===== config.mk =====
export PLATFORM = sky130hd
export DESIGN_NAME = dier_top
export DESIGN_NICKNAME = d
export VERILOG_FILES = /design/src/rtl/dier_pkg.sv /design/src/rtl/dier_level_flags.sv /design/src/rtl/dier_top.sv
export SDC_FILE = /design/constraint.sdc
export NUM_CORES = 1
export LEC_CHECK = 0
export ABC_AREA = 1
export BUFFER_PORTS_ARGS = -buffer_cell sky130_fd_sc_hd__clkbuf_2
export CORE_UTILIZATION = 32
export CTS_CLUSTER_DIAMETER = 40
export CTS_CLUSTER_SIZE = 8
export DETAILED_ROUTE_END_ITERATION = 6
export MAX_ROUTING_LAYER = met4
export PLACE_DENSITY = 0.52
export SYNTH_ARGS = -nofsm -noshare
export SYNTH_HDL_FRONTEND = slang
export SYNTH_SLANG_ARGS = --single-unit

===== constraint.sdc =====
create_clock -name clk -period 1.7 [get_ports clk]
set_input_delay 0.085 -clock clk [delete_from_list [all_inputs] [get_ports clk]]
set_output_delay 0.085 -clock clk [all_outputs]
set_load 0.005 [all_outputs]

===== src/rtl/dier_pkg.sv =====
// constants for the dual interrupt enable routing block
package dier_pkg;
  // register port widths
  localparam int ADDR_W = 8;
  localparam int DATA_W = 16;
  localparam int SLOTS  = 12;
  // register offsets
  localparam logic [7:0] OFS_LEVEL0_STATUS     = 8'h05;
  localparam logic [7:0] OFS_LEVEL1_STATUS     = 8'h06;
  localparam logic [7:0] OFS_FIRST_DATA_FIFO   = 8'h14;
  localparam logic [7:0] OFS_SECOND_DATA_FIFO  = 8'h15;
  localparam logic [7:0] OFS_FIRST_LEVEL0      = 8'h16;
  localparam logic [7:0] OFS_FIRST_LEVEL1      = 8'h17;
  // field positions in the data/queue enable registers
  localparam int BIT_QUEUE_THRESHOLD = 15;
  localparam int BIT_QUEUE_UNDERFLOW = 14;
  localparam int BIT_QUEUE_OVERFLOW  = 13;
  localparam int BIT_RESERVED        = 12;
  localparam int SLOT_MSB            = 11;
  // writable bits; everything else reads zero
  localparam logic [15:0] WMASK_DATA_FIFO = 16'hefff;
  localparam logic [15:0] WMASK_LEVEL     = 16'h0fff;
  // reset values
  localparam logic [15:0] RST_ENABLE      = 16'h0000;
  localparam logic [11:0] RST_FLAGS       = 12'h000;
  localparam logic [15:0] READ_UNMAPPED   = 16'h0000;
endpackage


===== src/rtl/dier_level_flags.sv =====
// sticky per-slot level status flags with write-one-to-clear
`timescale 1ns/1ps
module dier_level_flags (
  input  wire logic        clk,
  input  wire logic        resetn,
  input  wire logic        ce,
  input  wire logic [11:0] setReq,
  input  wire logic [11:0] clrReq,
  output logic      [11:0] flag_q
);
  // one sticky bit per slot; a set in the clear cycle wins
  for (genvar g = 0; g < dier_pkg::SLOTS; g++) begin : gSlot
    always_ff @(posedge clk or negedge resetn) begin
      if (!resetn) begin
        flag_q[g] <= dier_pkg::RST_FLAGS[g];
      end else if (ce) begin
        if (setReq[g]) begin
          flag_q[g] <= 1'b1;
        end else if (clrReq[g]) begin
          flag_q[g] <= 1'b0;
        end
      end
    end
  end
endmodule


===== src/rtl/dier_top.sv =====
// interrupt enable masks routing status flags onto two interrupt lines
`timescale 1ns/1ps
module dier_top (
  input  wire logic        clk,
  input  wire logic        resetn,
  input  wire logic        ce,
  input  wire logic [7:0]  regAddr,
  input  wire logic [15:0] regWrData,
  input  wire logic        regWrEn,
  input  wire logic        regRdEn,
  output logic      [15:0] regRdData,
  input  wire logic        queueThresholdFlag,
  input  wire logic        queueUnderflowFlag,
  input  wire logic        queueOverflowFlag,
  input  wire logic [11:0] slotDataFlag,
  input  wire logic        slotLevelUpdate,
  input  wire logic [11:0] slotLevel0Met,
  input  wire logic [11:0] slotLevel1Met,
  output logic      [11:0] slotLevel0Flag,
  output logic      [11:0] slotLevel1Flag,
  output logic             firstIrq,
  output logic             secondIrq
);

  // register map seen from the strobe port:
  //   0x05 level-0 status, write one to clear bits 11:0
  //   0x06 level-1 status, write one to clear bits 11:0
  //   0x14 first line queue and slot data enables
  //   0x15 second line queue and slot data enables
  //   0x16 first line level-0 enables, bits 11:0
  //   0x17 first line level-1 enables, bits 11:0
  // every other offset ignores writes and reads zero

  // enable registers
  // four masks, each a full sixteen-bit word; the reserved bits are
  // held at zero by the write masks below
  logic [15:0] firstDataFifoEnable_q;   // first output, queue and data
  logic [15:0] secondDataFifoEnable_q;  // second output, queue and data
  logic [15:0] firstLevel0Enable_q;     // first output, level-0
  logic [15:0] firstLevel1Enable_q;     // first output, level-1
  logic [15:0] regRdData_q;             // read data holding register
  logic        firstIrq_q;              // registered first line
  logic        secondIrq_q;             // registered second line

  // address decode; each hit is a full eight-bit compare, so no
  // offset aliases onto another register
  wire hitLevel0Status  = (regAddr == dier_pkg::OFS_LEVEL0_STATUS);
  wire hitLevel1Status  = (regAddr == dier_pkg::OFS_LEVEL1_STATUS);
  wire hitFirstData     = (regAddr == dier_pkg::OFS_FIRST_DATA_FIFO);
  wire hitSecondData    = (regAddr == dier_pkg::OFS_SECOND_DATA_FIFO);
  wire hitFirstLevel0   = (regAddr == dier_pkg::OFS_FIRST_LEVEL0);
  wire hitFirstLevel1   = (regAddr == dier_pkg::OFS_FIRST_LEVEL1);

  // write strobes per register; a strobe seen while ce is low is
  // decoded here, but every flop below ignores it
  wire wrFirstData      = regWrEn & hitFirstData;
  wire wrSecondData     = regWrEn & hitSecondData;
  wire wrFirstLevel0    = regWrEn & hitFirstLevel0;
  wire wrFirstLevel1    = regWrEn & hitFirstLevel1;
  wire wrLevel0Status   = regWrEn & hitLevel0Status;
  wire wrLevel1Status   = regWrEn & hitLevel1Status;

  // masked write values; reserved bits are dropped here
  // bit 12 of the data registers and bits 15:12 of the level
  // registers are never stored, so they always read back as zero
  wire [15:0] dataFifoWr = regWrData & dier_pkg::WMASK_DATA_FIFO;
  wire [15:0] levelWr    = regWrData & dier_pkg::WMASK_LEVEL;

  // level flag set and clear requests
  // a set only counts on an update strobe; the clear mask is the
  // write data itself, one bit per slot
  wire [11:0] level0Set  = {12{slotLevelUpdate}} & slotLevel0Met;
  wire [11:0] level1Set  = {12{slotLevelUpdate}} & slotLevel1Met;
  wire [11:0] level0Clr  = {12{wrLevel0Status}} & regWrData[11:0];
  wire [11:0] level1Clr  = {12{wrLevel1Status}} & regWrData[11:0];

  // level-0 sticky flags
  // set on update when the criterion is met, cleared by writing one
  dier_level_flags uLevel0 (
    .clk    (clk),
    .resetn (resetn),
    .ce     (ce),
    .setReq (level0Set),
    .clrReq (level0Clr),
    .flag_q (slotLevel0Flag)
  );

  // level-1 sticky flags
  // same behaviour as level-0, fed from its own criterion and clear
  dier_level_flags uLevel1 (
    .clk    (clk),
    .resetn (resetn),
    .ce     (ce),
    .setReq (level1Set),
    .clrReq (level1Clr),
    .flag_q (slotLevel1Flag)
  );

  // enable registers; cleared at reset so nothing reaches a line
  // each write replaces the whole masked word; ce low freezes all
  // four registers
  always_ff @(posedge clk or negedge resetn) begin
    if (!resetn) begin
      // all masks clear, so no source reaches a line
      firstDataFifoEnable_q  <= dier_pkg::RST_ENABLE;
      secondDataFifoEnable_q <= dier_pkg::RST_ENABLE;
      firstLevel0Enable_q    <= dier_pkg::RST_ENABLE;
      firstLevel1Enable_q    <= dier_pkg::RST_ENABLE;
    end else if (ce) begin
      // first line queue and slot data enables
      if (wrFirstData) begin
        firstDataFifoEnable_q <= dataFifoWr;
      end
      // second line queue and slot data enables
      if (wrSecondData) begin
        secondDataFifoEnable_q <= dataFifoWr;
      end
      // first line level-0 enables
      if (wrFirstLevel0) begin
        firstLevel0Enable_q <= levelWr;
      end
      // first line level-1 enables
      if (wrFirstLevel1) begin
        firstLevel1Enable_q <= levelWr;
      end
    end
  end

  // read mux; unmapped offsets read zero
  // status reads show the sticky flags with the upper nibble zero;
  // the enables are read straight from their flops
  wire [15:0] level0StatusRd = {4'h0, slotLevel0Flag};
  wire [15:0] level1StatusRd = {4'h0, slotLevel1Flag};
  wire [15:0] rdMux =
    hitFirstData    ? firstDataFifoEnable_q  :
    hitSecondData   ? secondDataFifoEnable_q :
    hitFirstLevel0  ? firstLevel0Enable_q    :
    hitFirstLevel1  ? firstLevel1Enable_q    :
    hitLevel0Status ? level0StatusRd         :
    hitLevel1Status ? level1StatusRd         :
    dier_pkg::READ_UNMAPPED;

  // read data captured one cycle after the read strobe
  // a write and a read in one cycle return the old value, since the
  // mux looks at the flops before the write lands
  always_ff @(posedge clk or negedge resetn) begin
    if (!resetn) begin
      regRdData_q <= dier_pkg::READ_UNMAPPED;
    end else if (ce && regRdEn) begin
      // hold the word until the next taken read
      regRdData_q <= rdMux;
    end
  end

  // second-output queue gates
  // only bits 15:13 and 11:0 of the second data register feed a line
  wire secondThresholdGate =
    secondDataFifoEnable_q[dier_pkg::BIT_QUEUE_THRESHOLD]
    & queueThresholdFlag;
  wire secondUnderflowGate =
    secondDataFifoEnable_q[dier_pkg::BIT_QUEUE_UNDERFLOW]
    & queueUnderflowFlag;
  wire secondOverflowGate =
    secondDataFifoEnable_q[dier_pkg::BIT_QUEUE_OVERFLOW]
    & queueOverflowFlag;
  // second-output slot data gates, bit n for slot n
  // slot A is bit 0 and slot L is bit 11
  wire [11:0] secondSlotDataGate =
    secondDataFifoEnable_q[dier_pkg::SLOT_MSB:0] & slotDataFlag;

  // first-output queue gates
  // the first line uses the same bit layout as the second
  wire firstThresholdGate =
    firstDataFifoEnable_q[dier_pkg::BIT_QUEUE_THRESHOLD]
    & queueThresholdFlag;
  wire firstUnderflowGate =
    firstDataFifoEnable_q[dier_pkg::BIT_QUEUE_UNDERFLOW]
    & queueUnderflowFlag;
  wire firstOverflowGate =
    firstDataFifoEnable_q[dier_pkg::BIT_QUEUE_OVERFLOW]
    & queueOverflowFlag;
  // first-output slot gates
  // data, level-0 and level-1 each have their own twelve-bit mask,
  // so a slot can raise the first line through any of the three
  wire [11:0] firstSlotDataGate =
    firstDataFifoEnable_q[dier_pkg::SLOT_MSB:0] & slotDataFlag;
  wire [11:0] firstSlotLevel0Gate =
    firstLevel0Enable_q[dier_pkg::SLOT_MSB:0] & slotLevel0Flag;
  wire [11:0] firstSlotLevel1Gate =
    firstLevel1Enable_q[dier_pkg::SLOT_MSB:0] & slotLevel1Flag;

  // line requests: OR of every enabled source
  // the second line has no level sources in this block; its level
  // masks live beside the status logic outside
  wire firstIrqReq = firstThresholdGate | firstUnderflowGate
                   | firstOverflowGate | (|firstSlotDataGate)
                   | (|firstSlotLevel0Gate)
                   | (|firstSlotLevel1Gate);
  wire secondIrqReq = secondThresholdGate | secondUnderflowGate
                    | secondOverflowGate
                    | (|secondSlotDataGate);

  // registered interrupt lines, one cycle behind their sources
  // registering keeps glitches of the OR tree off the lines; the cost
  // is one cycle of latency after a source or an enable moves
  always_ff @(posedge clk or negedge resetn) begin
    if (!resetn) begin
      // both lines low while reset is held
      firstIrq_q  <= 1'b0;
      secondIrq_q <= 1'b0;
    end else if (ce) begin
      // follow the requests only while ce is high
      firstIrq_q  <= firstIrqReq;
      secondIrq_q <= secondIrqReq;
    end
  end

  // outputs
  // every output comes straight from a flop
  assign regRdData = regRdData_q;
  assign firstIrq  = firstIrq_q;
  assign secondIrq = secondIrq_q;

endmodule


# Yosys cells after proc, flatten, opt, wreduce, memory -nomap -nowiden
# Cells that the tools add are included.
# op_classes
n_eq_ne	6
n_mux	54
bitwise	28
n_reduce_logical	57
# op_table
op	count
AND 12 bit	8
AND reduction 2 bit	28
two-way mux 1 bit	48
two-way mux 12 bit	4
nonzero test 2 bit	24
OR reduction 12 bit	4
== test 8 x 5 -> 1 bit, second input constant	4
two-way mux 16 bit	2
== test 8 x 3 -> 1 bit, second input constant	2
AND 1 bit	12
bitwise OR 1 bit	8
logical AND 1 bit	1
# word_totals
ff_bits	96
input_bits	69
out_inout_bits	42
elab_cells	176

# Depth between registers and ports, before layout
# depth
word_depth	7
ltp_mapped	10
ltp_nobuf	9

# Hierarchy
# A second synthesis with hierarchy kept.
# hier_totals
hier_cells	706
hier_area_um2	5114.9
# by_module_without_submodules
mod	n_inst	cells_each	area_each_um2
dier_top	1	582	4116.4
dier_level_flags	2	62	499.2

# Least setup slack after synthesis
# No wires, ideal clock.
# synth_timing
path_type	reg2reg
startpoint	reg uLevel1.flag_q[11]
endpoint	reg firstIrq_q (netlist: firstIrq)
setup_time_ns	0.113
t_arrival_ns	1.038
required_ns	1.587
slack_ns	0.549
path_stages_with_launch	8
synth_period_minus_slack_ns	1.151
path_cell_list	dfrtp_1 -> nand2_1 -> nand4_1 -> or2_2 -> nor2_1 -> nand3_1 -> nand2_1 -> inv_1
# synth_between
elab_chain_len	3
# synth_lines
item	line	source
start, declared	dier_level_flags.sv:9	output logic [11:0] flag_q
start signal, assigned by index	dier_level_flags.sv:15	flag_q[g] <= dier_pkg::RST_FLAGS[g];
AND 12 bit	dier_top.sv:190	firstLevel1Enable_q[dier_pkg::SLOT_MSB:0] & slotLevel1Flag;
OR reduction 12 bit	dier_top.sv:198	| (|firstSlotLevel1Gate);
bitwise OR 1 bit	dier_top.sv:198	
end signal, assigned	dier_top.sv:213	firstIrq_q <= firstIrqReq;
end, declared	dier_top.sv:42	logic firstIrq_q;
# No other way between the ends.
# A chain may end at the register's enable or synchronous reset.

# Final worst setup path
# layout_timing
startpoint	reg uLevel0.flag_q[3]
endpoint	reg firstIrq_q (netlist: firstIrq)
# layout_between
elab_chain_len	4
# layout_lines
item	line	source
start, declared	dier_level_flags.sv:9	
start signal, assigned by index	dier_level_flags.sv:15	
AND 12 bit	dier_top.sv:188	firstLevel0Enable_q[dier_pkg::SLOT_MSB:0] & slotLevel0Flag;
OR reduction 12 bit	dier_top.sv:197	| (|firstSlotLevel0Gate)
bitwise OR 1 bit	dier_top.sv:197	
bitwise OR 1 bit	dier_top.sv:198	
# No other way between the ends.

==> summary.txt <==
STA
  • Slew Limit Fails: 0
  • Final Setup Violations: 0
  • Worst slew pin tran: 0.5944 ns
  • RSZ-0062 raised after global routing: no
  • Fin crit share: 0.8325
  • Achievable Freq: 706.6 MHz
  • Max Clock Skew: 0.005737 ns
  • Relative slew slack: 0.6026
  • Post-Route Setup TNS: 0 ns
  • Final worst slack: 0.2848 ns
  • Fin crit period: 1.415 ns
  • Final hold violation count: 0

Power
  • Sw frac: 0.2243
  • VDD IR max: 0.5458 mV
  • Lkg Pwr: 2.899 nW
  • Power Density: 886.3 mW/mm^2
  • Reg power frac: 0.437
  • NetSw: 1.210 mW
  • Power Internal: 4.187 mW
  • Total design power: 5.397 mW
  • Clock network power share: 0.473
  • Comb power frac: 0.090

Clocking
  • Post-cts repair resize count: 0
  • Max H-tree Level: 3
  • Hold buffers post-CTS: 27
  • Clock Latency Late Sink: 0.35 ns
  • Clk pin slew, worst setup/hold paths: 0.07 ns
  • Clk sink count: 95
  • Clk buf depth: 2
  • Post-CTS Setup Inserts: 0
  • CTS tree: yes
  • Number of CTS-inserted buffers: 9
  • CTS root buf: clkbuf_16

Layout
  • Area occupied by multi-input gates: 0.002033 sq mm
  • Area delta synth->final: 29.20%
  • Register Area: 0.002377 sq mm
  • Diodes inserted: 0
  • Final Net Count: 820
  • Share of post-route cells with drive strength above 1: 0.2116
  • Core Util, Final: 0.4304
  • Filler cells: 1485

Routing
  • Vias per cell: 4.890
  • Drt wl/cell: 15.92 microns
  • Number of routed nets with antenna violations: 0
  • Wirelength, routed: 14900 microns
  • TritonRoute pass-1 iters: 5
  • Iter 0 DRT Violations: 343
  • Vias: 4577
  • Drt drc: 0

Synthesis
  • Synth Instances: 622
  • Synth top area share: 0.5044
  • Flops & latches, synth: 95
  • Top FF cell, synth: dfrtp_1
  • Average size of a mapped cell: 7.578 sq um
  • Post-Syn Area: 0.004713 sq mm
  • Warnings from Yosys: 0
  • Post-synth EDFFs: 0
  • Synthesized Nets: 691
  • Asr flop ratio synth: 1.000
  • Dominant cell type by area after synthesis: dfrtp_1
  • Post-synth top cells: nand2_1 (250), dfrtp_1 (95), o21ai_1 (52), nand3_1 (51), nor2_1 (35)
  • Unique masters post-synth: 25
  • Ranking of synthesized cells by area: dfrtp_1 (50%), nand2_1 (20%), o21ai_1 (5.5%)
  • Sequential fraction of the synthesis area: 0.5044
  • Cell with the most instances after synthesis: nand2_1

Worst hold path
  • Worst Hold Class: input pin to flip-flop
  • HP Start: slotLevel0Met[7]
  • Worst Hold Depth: 3

Floorplan
  • Core ar.: 0.01415 sq mm
  • Die area: 0.01522 sq mm
  • I/O Pins: 111
  • Starting Density: 0.3331
  • Rows: 43
  • DIE HEIGHT: 123.4 microns
  • Die Wd: 123.4 microns

Placed design
  • Buffers on Ports: 108
  • Placer Congestion: 0.8989
  • Hpwl dp: 11170 microns
  • Pre-CTS WS: 0.2309 ns

Setup path
  • R2R Path Start: uLevel0.flag_q[3]
  • Critical path origin: uLevel0.flag_q[3]
  • CP Class: flip-flop to flip-flop
  • R2R depth: 7
  • Worst Setup End Kind: flip-flop
  • Req. time, crit path: 1.95 ns
  • Crit path DAT: 1.66 ns
  • Crit path launch type: flip-flop
  • Crit path max fanout: 4

Global route
  • GRT Total Usage: 0.2223
  • Largest net degree at the start of global routing: 32
  • Vias in the first global route: 4594
  • Initial antenna violation count: 0
  • Gr ovfl total: 0
  • First-pass GRT wire length: 24270 microns

Flow run
  • Max-Cap Viols: 0

Status
  • Status: finished clean
worst paths after layout:
path                                           to  slack, ns
setup / recovery                         firstIrq       0.28
hold / removal                  uLevel0.flag_q[7]      0.008
setup reg to reg                         firstIrq       0.28
hold reg to reg                      regRdData[2]       0.48
max in group asynchronous  firstLevel1Enable_q[8]       0.87
min in group asynchronous            regRdData[3]       0.19
routing by layer:
metal / up-vias / wire [microns] / GRT usage
met1: 2160 / 6515 / 0.2802
met2: 121 / 7339 / 0.3614
met5: - / 0 / -
met3: 28 / 675 / 0.02906
li1: 2268 / - / -
met4: 0 / 370 / 0.08961
kinds of logic after synthesis:
family          count (synthesis)  share of synthesized area
compound gates                 87                     0.1019
other cells                     1                  0.0007956
buf+inv                        71                    0.06424
flops                          95                     0.5044
simple gates                  368                     0.3286
worst max-delay path, stage by stage (launching register included):
cell     delay (ns)
dfrtp_1        0.45
nand2_1        0.12
nand4_1        0.08
or2_2          0.27
nor2_1         0.16
nand3_1        0.12
nand2_1        0.07
inv_1          0.04
layout by cell type (no fill, tap or decap), drive strengths merged:
master,count
clkinvlp,1
clkinv,1
nand4,18
or2,2
nand3,52
nand2,253
nor2,40
inv,41
clkbuf,118
a221oi,4
dfrtp,95
and2,1
bufinv,4
dlygate4sd3,27
conb,1
a31oi,3
a22o,2
nor3,2
buf,13
o21ai,78
per-stage QoR:
step / hold slack, ns / cells / area [sq um]
finish: 0.007849 / 936 / 6090
global route: 0.03059 / 936 / 6090
CTS: 0.009894 / 936 / 6090
detailed placement: 0.03595 / 893 / 5439
global placement: 0.03062 / 893 / 5439
floorplan: -0.2106 / 622 / 4713
state kept, by name (all words and copies together), names as in the netlist:
register and flops:
firstDataFifoEnable_q 15, firstIrq 1, firstLevel0Enable_q 12, firstLevel1Enable_q 12
regRdData 15, secondDataFifoEnable_q 15, secondIrq 1, uLevel0.flag_q 12
uLevel1.flag_q 12
power by group through the flow:
| stage | Clock (mW) | Combinational (mW) | Sequential [mW] |
|---|---|---|---|
| floorplan | 0 | 0.197 | 2.40 |
| global placement | 0 | 0.434 | 2.40 |
| detailed placement | 0 | 0.441 | 2.40 |
| CTS | 2.60 | 0.490 | 2.36 |
| global route | 2.70 | 0.546 | 2.37 |
| finish | 2.55 | 0.483 | 2.36 |
final cells by class:
cell class	count	area share
tap	180	0.03698
timing repair buffer	147	0.1504
inverter	42	0.02589
clock buffer	11	0.04150
multi-input combinational	456	0.3339
clock inverter	5	0.02096
sequential	95	0.3904
Note: power is estimated with default switching activity, not from simulation.
